[src/pkg/ovp_consts.svh]
/*
  constants of the overvoltage pick-up stage: register offsets, field widths,
  reset values and timing figures.
  assumes it is included by bare name wherever a constant is used.
*/
`ifndef OVP_CONSTS_SVH
`define OVP_CONSTS_SVH

// ************************************************************
// timing
// ************************************************************
`define CLK_HZ 20000000
`define TIME_BASE_US 5000
`define PREFAULT_WIN_US 20000
`define AVG_DEPTH (`PREFAULT_WIN_US / `TIME_BASE_US)
`define AVG_AW 2

// ************************************************************
// register byte offsets
// ************************************************************
`define REG_CTRL 8'h00
`define REG_FORCE 8'h04
`define REG_THRESH 8'h08
`define REG_VT_PRIM 8'h0c
`define REG_DELAY 8'h10
`define REG_STATUS 8'h14
`define REG_RATIO_A 8'h18
`define REG_RATIO_B 8'h1c
`define REG_RATIO_C 8'h20
`define REG_RATIO_SEL 8'h24
`define REG_PRIM_THR 8'h28
`define REG_EXP_TIME 8'h2c
`define REG_REMAIN 8'h30
`define REG_PREFAULT 8'h34

// ************************************************************
// fields and reset values
// ************************************************************
`define CTRL_W 5
`define FORCE_W 3
`define THRESH_RST 16'h2904
`define VT_PRIM_RST 20'h00064
`define DELAY_RST 19'h00008
`define HYST_PCT 24'h000061
`define FULL_PCT 24'h000064
`define PRIM_DIV 36'h0000003e8
`define RATIO_MAX 17'h1ffff

`endif

[src/pkg/ovp_pkg.sv]
/*
  types of the overvoltage pick-up stage.
  assumes ovp_consts.svh carries the numbers.
*/
package ovp_pkg;

  typedef enum logic [1:0] {
    SEL_PP,
    SEL_PE,
    SEL_CH3,
    SEL_CH4
  } mag_sel_e;

  typedef enum logic [1:0] {
    CRIT_ONE,
    CRIT_TWO,
    CRIT_ALL,
    CRIT_RSVD
  } crit_e;

  typedef enum logic [1:0] {
    FRC_NORMAL,
    FRC_START,
    FRC_TRIP,
    FRC_BLOCKED
  } force_e;

  // magnitudes in 0.01 % of nominal_voltage
  typedef struct packed {
    logic [2:0][15:0] ll;
    logic [2:0][15:0] ln;
    logic [15:0] ch3;
    logic [15:0] ch4;
  } meas_s;

  typedef struct packed {
    crit_e crit;
    logic two_line_ch3_wiring;
    mag_sel_e sel;
  } ctrl_s;

  typedef struct packed {
    logic en;
    force_e status;
  } force_s;

endpackage

[src/rtl/ov_avg_mem.sv]
/*
  small ring memory for the pre-fault history of the selected magnitude.
  assumes the writer holds the address stable between writes; read data
  come out of a register one cycle after the address.
*/
`timescale 1ns/10ps
`include "ovp_consts.svh"

module ov_avg_mem (
  // clock
  input wire logic clk_i,
  // access
  input wire logic we_i,
  input wire logic [`AVG_AW-1:0] addr_i,
  input wire logic [15:0] wdata_i,
  output logic [15:0] rdata_o
);

  logic [15:0] mem [`AVG_DEPTH];

  always_ff @(posedge clk_i) begin
    if (we_i) begin
      mem[addr_i] <= wdata_i;
    end
  end

  always_ff @(posedge clk_i) begin
    rdata_o <= mem[addr_i];
  end

endmodule

[src/rtl/overvoltage_pickup_stage.sv]
/*
  input selection and pick-up stage of an overvoltage function, with
  forcing, ratio and timing indications, reached over classic wishbone.
  assumes meas_valid_i pulses once per 5 ms update from logic on clk_i
  and block_i comes from outside the clock domain.
*/
// Decided for this implementation: the placing of the registers and register access over Wishbone.
`timescale 1ns/10ps
`include "ovp_consts.svh"

// Contract
// - work on six rms magnitudes refreshed every 5 ms
// - selector: 0 phase-phase, 1 phase-earth, 2 channel three, 3 channel four
// - phase selections use three channels, only two in two-line wiring
// - channel four always used; channel three only in two-line wiring
// - record 20 ms average of selected magnitude at start or trip
// - force status overrides outputs only while forcing is enabled
// - force status is static, untouched by setting group changes
// - each selected magnitude above threshold flags phase pick-up
// - phase pick-up drops only below 97 percent of threshold
// - criterion needs one, two or all three phases picked up
// - threshold in 0.01 percent of nominal, default 105 percent
// - one threshold shared by all phases
// - start only while blocking input is inactive
// - expected operating time shown in 5 ms steps
// - signed remaining time to trip in 5 ms steps
// - ratio of magnitude to threshold per phase and selected
// - threshold in primary volts at 0.1 V resolution
// - blocking sampled at start of each processing cycle
// - blocked pick-up gives blocked not start; active start resets
// - outputs start, trip and blocked; trip_o is set only by forcing and stays low otherwise
module overvoltage_pickup_stage (
  // clock and reset
  input wire logic clk_i,
  input wire logic rst_i,
  // wishbone slave
  input wire logic cyc_i,
  input wire logic stb_i,
  input wire logic we_i,
  input wire logic [7:0] adr_i,
  input wire logic [3:0] sel_i,
  input wire logic [31:0] dat_i,
  output logic [31:0] dat_o,
  output logic ack_o,
  // measurement and blocking
  input wire ovp_pkg::meas_s meas_i,
  input wire logic meas_valid_i,
  input wire logic block_i,
  // stage outputs
  output logic start_o,
  output logic trip_o,
  output logic blocked_o
);

  // ************************************************************
  // registers
  // ************************************************************
  ovp_pkg::ctrl_s ctrl;
  ovp_pkg::force_s frc;
  logic [15:0] thresh;
  logic [19:0] vt_prim;
  logic [18:0] delay;
  logic wr;
  logic [31:0] wmask;

  assign wr = cyc_i & stb_i & we_i & ~ack_o;
  assign wmask = {{8{sel_i[3]}}, {8{sel_i[2]}}, {8{sel_i[1]}},
                  {8{sel_i[0]}}};

  function automatic logic [31:0] merge(input logic [31:0] old);
    merge = (old & ~wmask) | (dat_i & wmask);
  endfunction

  always_ff @(posedge clk_i) begin
    if (rst_i) begin
      ctrl <= '0;
      thresh <= `THRESH_RST;
      vt_prim <= `VT_PRIM_RST;
      delay <= `DELAY_RST;
    end else if (wr) begin
      case (adr_i)
        `REG_CTRL: ctrl <= ovp_pkg::ctrl_s'(`CTRL_W'(merge(32'(ctrl))));
        `REG_THRESH: thresh <= 16'(merge(32'(thresh)));
        `REG_VT_PRIM: vt_prim <= 20'(merge(32'(vt_prim)));
        `REG_DELAY: delay <= 19'(merge(32'(delay)));
        default: ;
      endcase
    end
  end

  // kept apart from the setting registers so no group change reaches it
  always_ff @(posedge clk_i) begin
    if (rst_i) begin
      frc <= '0;
    end else if (wr && adr_i == `REG_FORCE) begin
      frc <= ovp_pkg::force_s'(`FORCE_W'(merge(32'(frc))));
    end
  end

  // ************************************************************
  // blocking input synchroniser
  // ************************************************************
  logic blk_s1;
  logic blk_s2;
  logic blk_s3;
  logic blk_filt;

  always_ff @(posedge clk_i) begin
    if (rst_i) begin
      blk_s1 <= 1'b0;
      blk_s2 <= 1'b0;
      blk_s3 <= 1'b0;
      blk_filt <= 1'b0;
    end else begin
      blk_s1 <= block_i;
      blk_s2 <= blk_s1;
      blk_s3 <= blk_s2;
      if (blk_s2 == blk_s3) begin
        blk_filt <= blk_s3;
      end
    end
  end

  // ************************************************************
  // stage 1: input selection and block sampling
  // ************************************************************
  logic [2:0][15:0] sel_mag;
  logic blk_smp;
  logic upd_d;
  logic upd_d2;

  always_ff @(posedge clk_i) begin
    if (rst_i) begin
      sel_mag <= '0;
      blk_smp <= 1'b0;
      upd_d <= 1'b0;
      upd_d2 <= 1'b0;
    end else begin
      upd_d <= meas_valid_i;
      upd_d2 <= upd_d;
      if (meas_valid_i) begin
        blk_smp <= blk_filt;
        case (ctrl.sel)
          ovp_pkg::SEL_PP: begin
            sel_mag <= meas_i.ll;
            if (ctrl.two_line_ch3_wiring) begin
              sel_mag[2] <= '0;
            end
          end
          ovp_pkg::SEL_PE: begin
            sel_mag <= meas_i.ln;
            if (ctrl.two_line_ch3_wiring) begin
              sel_mag[2] <= '0;
            end
          end
          ovp_pkg::SEL_CH3: begin
            sel_mag <= ctrl.two_line_ch3_wiring ? {3{meas_i.ch3}} : '0;
          end
          default: sel_mag <= {3{meas_i.ch4}};
        endcase
      end
    end
  end

  // ************************************************************
  // stage 2: per-phase comparison and ratios
  // ************************************************************
  logic [2:0] pickup;
  logic [2:0][16:0] ratio;
  logic [16:0] ratio_sel;
  logic [23:0] thr_full;
  logic [23:0] thr_drop;

  assign thr_full = 24'(thresh) * `FULL_PCT;
  assign thr_drop = 24'(thresh) * `HYST_PCT;

  for (genvar p = 0; p < 3; p++) begin : g_phase
    logic [23:0] mag_x;
    assign mag_x = 24'(sel_mag[p]) * `FULL_PCT;
    always_ff @(posedge clk_i) begin
      if (rst_i) begin
        pickup[p] <= 1'b0;
        ratio[p] <= '0;
      end else if (upd_d) begin
        if (mag_x > thr_full) begin
          pickup[p] <= 1'b1;
        end else if (mag_x < thr_drop) begin
          pickup[p] <= 1'b0;
        end
        ratio[p] <= (thresh == 16'h0000) ? `RATIO_MAX :
                    17'(mag_x / 24'(thresh));
      end
    end
  end

  always_ff @(posedge clk_i) begin
    if (rst_i) begin
      ratio_sel <= '0;
    end else if (upd_d2) begin
      ratio_sel <= (ratio[0] > ratio[1]) ?
                   ((ratio[0] > ratio[2]) ? ratio[0] : ratio[2]) :
                   ((ratio[1] > ratio[2]) ? ratio[1] : ratio[2]);
    end
  end

  // ************************************************************
  // stage 3: criterion, blocking and outputs
  // ************************************************************
  logic [1:0] n_pick;
  logic stage_pick;
  logic start_e;
  logic blocked_e;

  assign n_pick = 2'(pickup[0]) + 2'(pickup[1]) + 2'(pickup[2]);

  always_comb begin
    case (ctrl.crit)
      ovp_pkg::CRIT_ONE: stage_pick = n_pick >= 2'h1;
      ovp_pkg::CRIT_TWO: stage_pick = n_pick >= 2'h2;
      default: stage_pick = n_pick == 2'h3;
    endcase
  end

  always_ff @(posedge clk_i) begin
    if (rst_i) begin
      start_e <= 1'b0;
      blocked_e <= 1'b0;
    end else if (upd_d2) begin
      start_e <= stage_pick & ~blk_smp;
      blocked_e <= stage_pick & blk_smp;
    end
  end

  always_ff @(posedge clk_i) begin
    if (rst_i) begin
      start_o <= 1'b0;
      trip_o <= 1'b0;
      blocked_o <= 1'b0;
    end else if (frc.en) begin
      start_o <= frc.status == ovp_pkg::FRC_START ||
                 frc.status == ovp_pkg::FRC_TRIP;
      trip_o <= frc.status == ovp_pkg::FRC_TRIP;
      blocked_o <= frc.status == ovp_pkg::FRC_BLOCKED;
    end else begin
      start_o <= start_e;
      trip_o <= 1'b0;
      blocked_o <= blocked_e;
    end
  end

  // ************************************************************
  // pre-fault average
  // ************************************************************
  logic [`AVG_AW-1:0] avg_ptr;
  logic [15:0] avg_old;
  logic [15:0] avg_new;
  logic [15:0] avg_drop;
  logic avg_full;
  logic [17:0] avg_sum;
  logic [15:0] prefault;
  logic start_d;
  logic trip_d;

  assign avg_new = (sel_mag[0] > sel_mag[1]) ?
                   ((sel_mag[0] > sel_mag[2]) ? sel_mag[0] : sel_mag[2]) :
                   ((sel_mag[1] > sel_mag[2]) ? sel_mag[1] : sel_mag[2]);

  // ring words are unknown until written once, so nothing leaves before
  assign avg_drop = avg_full ? avg_old : 16'h0000;

  ov_avg_mem u_avg_mem (
    .clk_i(clk_i),
    .we_i(upd_d),
    .addr_i(avg_ptr),
    .wdata_i(avg_new),
    .rdata_o(avg_old)
  );

  always_ff @(posedge clk_i) begin
    if (rst_i) begin
      avg_ptr <= '0;
      avg_sum <= '0;
      avg_full <= 1'b0;
    end else if (upd_d) begin
      avg_ptr <= avg_ptr + `AVG_AW'(1);
      avg_sum <= avg_sum + 18'(avg_new) - 18'(avg_drop);
      if (avg_ptr == `AVG_AW'(`AVG_DEPTH - 1)) begin
        avg_full <= 1'b1;
      end
    end
  end

  always_ff @(posedge clk_i) begin
    if (rst_i) begin
      start_d <= 1'b0;
      trip_d <= 1'b0;
      prefault <= '0;
    end else begin
      start_d <= start_o;
      trip_d <= trip_o;
      if ((start_o & ~start_d) | (trip_o & ~trip_d)) begin
        prefault <= avg_sum[17:`AVG_AW];
      end
    end
  end

  // ************************************************************
  // timing and scaled indications
  // ************************************************************
  logic [18:0] elapsed;
  logic [19:0] remain;
  logic [18:0] exp_time;
  logic [23:0] prim_thr;

  always_ff @(posedge clk_i) begin
    if (rst_i) begin
      elapsed <= '0;
      remain <= '0;
      exp_time <= '0;
      prim_thr <= '0;
    end else begin
      if (!start_o) begin
        elapsed <= '0;
      end else if (upd_d2) begin
        elapsed <= elapsed + 19'h00001;
      end
      if (upd_d2) begin
        exp_time <= delay;
        remain <= 20'(delay) - 20'(elapsed);
        prim_thr <= 24'((36'(thresh) * 36'(vt_prim)) / `PRIM_DIV);
      end
    end
  end

  // ************************************************************
  // wishbone read and acknowledge
  // ************************************************************
  always_ff @(posedge clk_i) begin
    if (rst_i) begin
      ack_o <= 1'b0;
      dat_o <= '0;
    end else begin
      ack_o <= cyc_i & stb_i & ~ack_o;
      case (adr_i)
        `REG_CTRL: dat_o <= 32'(ctrl);
        `REG_FORCE: dat_o <= 32'(frc);
        `REG_THRESH: dat_o <= 32'(thresh);
        `REG_VT_PRIM: dat_o <= 32'(vt_prim);
        `REG_DELAY: dat_o <= 32'(delay);
        `REG_STATUS: dat_o <= 32'({blk_smp, blocked_o, trip_o, start_o,
                                   stage_pick, pickup});
        `REG_RATIO_A: dat_o <= 32'(ratio[0]);
        `REG_RATIO_B: dat_o <= 32'(ratio[1]);
        `REG_RATIO_C: dat_o <= 32'(ratio[2]);
        `REG_RATIO_SEL: dat_o <= 32'(ratio_sel);
        `REG_PRIM_THR: dat_o <= 32'(prim_thr);
        `REG_EXP_TIME: dat_o <= 32'(exp_time);
        `REG_REMAIN: dat_o <= {{12{remain[19]}}, remain};
        `REG_PREFAULT: dat_o <= 32'(prefault);
        default: dat_o <= '0;
      endcase
    end
  end
endmodule

[config.mk]
export PLATFORM = sky130hd
export DESIGN_NAME = overvoltage_pickup_stage
export DESIGN_NICKNAME = d
export VERILOG_FILES = /design/src/pkg/ovp_pkg.sv /design/src/rtl/ov_avg_mem.sv /design/src/rtl/overvoltage_pickup_stage.sv
export VERILOG_INCLUDE_DIRS = /design/src /design/src/pkg
export SDC_FILE = /design/constraint.sdc
export NUM_CORES = 2
export LEC_CHECK = 0
export BUFFER_PORTS_ARGS = -buffer_cell sky130_fd_sc_hd__buf_2
export CAP_MARGIN = 40
export CORE_AREA = 10 10 468 470
export CTS_CLUSTER_DIAMETER = 80
export CTS_CLUSTER_SIZE = 16
export DETAILED_ROUTE_END_ITERATION = 6
export DIE_AREA = 0 0 478 480
export PLACE_DENSITY = 0.64
export SYNTH_ARGS = -nofsm -noshare
export SYNTH_HDL_FRONTEND = slang
export SYNTH_HIERARCHICAL = 1
export SYNTH_SLANG_ARGS = --single-unit
[constraint.sdc]
create_clock -name clk_i -period 209.7 [get_ports clk_i]
set_input_delay 41.94 -clock clk_i [delete_from_list [all_inputs] [get_ports clk_i]]
set_output_delay 41.94 -clock clk_i [all_outputs]
set_load 0.05 [all_outputs]
# Word-level counts from Yosys, hierarchy flattened
# Memories as Yosys holds them, arrays and structs flattened. A register that Yosys moved wholly into a read port is not among the register bits.
# Cells that the tools add are included.
# word_totals
reg_bits	348
latch_bits	0
ram_bits	64
romBits	0
in_bits	179
output_inout_bits	36
elab_cells	168
n_memories	1
# op_classes
n_addsub	7
multipliers	6
div	4
order_cmp	14
eq_ne	22
n_shift	0
n_mux	26
bitwise	27
reduce_logical	19
# mem_list
name	words	width	rd	rd_clocked_by_memory_dff	wr	line_no	source
u_avg_mem.mem	4	16	1	1	1	ov_avg_mem.sv:19	logic [15:0] mem [`AVG_DEPTH];
# op_table
op	n
$pmux W32 S14	1
$pmux W48 S3	1
$mux W17	6
$mux W16	6
$mul A16 B5 Y21 const B	4
$div A23 B16 Y24	3
$gt A23 B23 Y1	3
$lt A23 B23 Y1	3
$gt A17 B17 Y1	3
$eq A8 B6 Y1 const B	6
$gt A16 B16 Y1	3
$mux W48	1
$and A20 B20 Y20	2
$div A36 B10 Y36 const B	1
$mul A16 B20 Y36	1
$eq A8 B5 Y1 const B	4
$mul A16 B7 Y23 const B	1
$not A20 Y20	1
$or A20 B20 Y20	1
$sub A19 B19 Y20	1
$add A19 B1 Y19 const B	1
$and A19 B19 Y19	1
$or A19 B19 Y19	1
$add A18 B16 Y18	1
other kinds (30)	69

# Depth between registers and ports, before layout
# logic_depth
depth_word	5
depth_mapped	411
ltp_nobuf	378

# Cells and area by module
# Netlist, hierarchy kept.
# modules_own_cells
mod	n_inst	cells_per_inst	area_each_um2	seq_area_each_um2
overvoltage_pickup_stage	1	10547	80821.3	6826.5
ov_avg_mem	1	104	2666.3	2242.2

# Worst setup path after synthesis
# OpenSTA, ideal clock, no wires.
# synth_path
kind	reg-to-reg
start	register sel_mag[1] (netlist bit)
end	register ratio[0] (netlist bit)
setup_ns	0.132
t_arrival_ns	74.685
required_time_ns	209.568
path_slack_ns	134.884
stages_incl_launch_ff	396
path_buffers	34
synth_period_minus_slack_ns	74.816
cell_sequence	dfxtp_1 > inv_1 > ha_1 > ha_1 > ha_1 > inv_1 > fa_1 > nor2b_1 > o21ai_0 > a21boi_0 > o21ai_0 > a21boi_0 > o21ai_0 > a21boi_0 > o21ai_0 > a21boi_0 > o21ai_0 > a21boi_0 > [360 not listed] > o21bai_1 > a21o_1 > nand2b_1 > or3_1 > nor3_1 > clkbuf_1 > clkbuf_1 > nand2_1 > o21ai_0 > ha_1 > a21o_1 > a21o_1 > a21oi_1 > o2111ai_1 > nor4_1 > nand3_1 > a21oi_1 > nor3_1
# synth_between
elab_chain_len	3
# synth_lines
item	line_no	source
from (decl)	overvoltage_pickup_stage.sv:127	logic [2:0][15:0] sel_mag;
from (signal assigned)	overvoltage_pickup_stage.sv:145	sel_mag <= meas_i.ll;
from (signal assigned)	overvoltage_pickup_stage.sv:151	sel_mag <= meas_i.ln;
from (signal assigned)	overvoltage_pickup_stage.sv:157	sel_mag <= ctrl.two_line_ch3_wiring ? {3{meas_i.ch3}} : '0;
$mul A16 B5 Y21 (no source line)	-	
$div A23 B16 Y24	overvoltage_pickup_stage.sv:191	17'(mag_x / 24'(thresh));
$mux W17	overvoltage_pickup_stage.sv:190	ratio[p] <= (thresh == 16'h0000) ? `RATIO_MAX :
to (signal, indexed assignment)	overvoltage_pickup_stage.sv:190	
to (decl)	overvoltage_pickup_stage.sv:169	logic [2:0][16:0] ratio;
# No other way between the ends.
# A chain may end at the register's enable or synchronous reset.

# Final worst setup path
# layout_path
start	register sel_mag[16] (netlist bit)
end	register ratio[17] (netlist bit)
# Same word-level chain as after synthesis.

==> summary.md <==
| Metric | Value |
|---|---|
| Outcome | `finished with violations` |
| Violated checks | `design-rule violations` |
| Max Clk Rate | `12.71 MHz` |
| Most frequent CP cell | `o21a_1` |
| WL/cell | `21.83 µm` |
| First-pass GRT wire length | `453.2 mm` |
| Synth cell types | `143` |
| Clock Skew | `0.03736 ns` |
| First-pass DRT Iterations | `7` |
| Ys Warns | `6` |
| Die width | `478 µm` |
| DP HPWL | `239.5 mm` |
| Post-layout nets | `12.66k` |
| Worst Tran Pin Value | `1.103 ns` |
| Iteration-0 DRC Markers | `6840` |
| H-tree Lvls | `2` |
| Ys flop type | `dfxtp_1` |
| Critical Path Fanout Max | `35` |
| Synth Register Bits | `421` |
| Yosys top cell by area | `ha_1` |
| CP Launch Type | `flip-flop` |
| Hold-fix buffers at CTS | `0` |
| TritonCTS buffer count | `36` |
| Slowest stage cell, crit path | `or4b_2` |
| Final-report hold violation count | `0` |
| Max_cap viols | `0` |
| Placer Congestion | `0.9708` |
| Post-CTS sizing | `0` |
| Post-synthesis sequential area ratio | `10.86%` |
| Synth top area share | `21.34%` |
| Hold Path Class | `flip-flop to flip-flop` |
| Root Buffer | `clkbuf_16` |
| RSZ-0062 raised after global routing | `no` |
| Post-synthesis async set-or-reset flop share | `0%` |
| Data arrival, critical path | `79.11 ns` |
| Total core area | `0.2092 mm²` |
| Commonest cells in the netlist | `1424 x ha_1, 903 x nor2_1, 884 x nand2_1` |
| Syn_nets | `12.58k` |
| Final-report max-slew violation count | `0` |
| Most frequent cell after synthesis | `ha_1` |
| Initial core utilization | `39.92%` |
| Period minus WS final | `78.65 ns` |
| Crit-path max cell delay | `0.67 ns` |
| CTS sink count | `421` |
| EDFF count, synth | `64` |
| Relative slew slack | `26.48%` |
| Post-detailed-route count of antenna-violating nets | `0` |
| Vias in the first global route | `77.98k` |
| Setup CP Type | `flip-flop to flip-flop` |
| Clock Latency Late Sink | `0.61 ns` |
| Worst Setup End Kind | `flip-flop` |
| GRT Residual Overflow | `0` |
| Area grow syn2layout | `7.325%` |
| WP data required | `210.15 ns` |
| I/O pins | `215` |
| Die H | `480 µm` |
| CTS tree | `built` |
| Mean post-synth cell area | `7.838 µm²` |
| Setup TNS | `0 ns` |
| Final Cycle Share | `37.51%` |
| Synth top area cells | `ha_1 21%, dfxtp_1 8.6%, fa_1 7.8%` |
| DR vias/cell | `6.009` |
| Clock slew at reported path FFs | `0.07 ns` |
| Mapped cell area | `0.08349 mm²` |
| IO buf count | `201` |
| Post-CTS setup buffer count | `0` |
| Die area | `0.2294 mm²` |
| Largest net degree at the start of global routing | `86` |
| Layout cell share with drive strength beyond 1 | `9.414%` |
| # rows | `168` |
| CTS Buffer Depth | `3` |
| Number of setup violations in the final report | `0` |
| Vias | `81.50k` |
| # DRC | `1` |
| GRT Util Overall | `24.53%` |
| Initial antenna violation count | `22` |
| Mapped Cells | `10.65k` |
| DRT Wirelength | `296.1 mm` |
==> cell families (layout without fill, tap and decap cells) <==
logic type	after synthesis	after routing	share of synthesized area, %
simple gates	3652	3652	21.00
compound gates	2856	2856	23.68
fa+ha+maj	1757	1757	29.23
buf+inv	1164	1263	5.388
mux	460	460	6.193
flops	421	421	10.86
xor+xnor	341	341	3.640
other cells	0	7	0
==> final cells by class <==
type	count	area, µm²
diodes	7	17.52
clock buffers	47	952.2
clock inverters	12	165.2
fillers	20870	119500
inverters	787	2967
multi-input cells	9066	70070
flip-flops and latches	421	9079
well taps	2805	3510
repair buffers	417	2846
==> metal layers <==
metal | part of all wire, % | vias up | GRT usage [%] | wire (µm)
met4 | 3.8 | 0 | 7.930 | 11260
met3 | 8.4 | 479 | 4.278 | 24790
met1 | 45 | 39080 | 33.66 | 133000
li1 | - | 38970 | - | -
met5 | 0 | - | 0 | 0
met2 | 43 | 2963 | 38.86 | 127000
==> cells in the final DEF, fill, tap and decap left out, drive strengths merged, types with 47 or more instances in the layout <==
cell	n
a211oi	99
a22oi	59
o22ai	74
edfxtp	64
nand2b	113
o21a	656
nand4	147
fa	325
or2	94
nor2b	121
nor4	51
buf	415
clkbuf	48
mux2i	189
nor3	718
ha	1424
and2	200
o31ai	235
a21oi	524
inv	785
xor2	104
a21o	211
nor2	909
nand2	885
or3	47
o21ai	492
nand3	205
dfxtp	357
and3	58
mux2	254
xnor2	237
o211ai	56
a31oi	79
==> critical path, delay by kind of cell (launching register included) <==
family,cells,cell delay [ns]
flops,1,0.31
buf+inv,26,4.99
compound gates,261,51.92
fa+ha+maj,27,8.39
mux,6,2.24
xor+xnor,1,0.44
simple gates,59,10.03
==> per-stage QoR <==
stage	std cells	hold slack (ns)	util [%]	setup WS (ns)	instance area [µm²]
4_1_cts	13550	0.4475	42.82	131.78	89550
3_5_place_dp	13490	0.4371	42.28	132.00	88430
2_1_floorplan	10650	0.4138	-	134.88	83490
3_3_place_gp	13450	0.4280	42.04	133.28	87930
5_1_grt	13560	0.4748	42.84	124.98	89600
6_report	13560	0.4457	42.84	131.05	89600
==> final timing paths <==
kind                                  start        end  slack (ns)  depth (start not counted)
worst min-delay path                  ack_o      ack_o        0.45                          1
worst max-delay path            sel_mag[16]  ratio[17]      131.05                        380
worst min register to register        ack_o      ack_o        0.45                          1
worst max register to register  sel_mag[16]  ratio[17]      131.05                        380
Power is not shown: default switching activity piles up to over one toggle a cycle in this logic, so the estimate is an artifact.
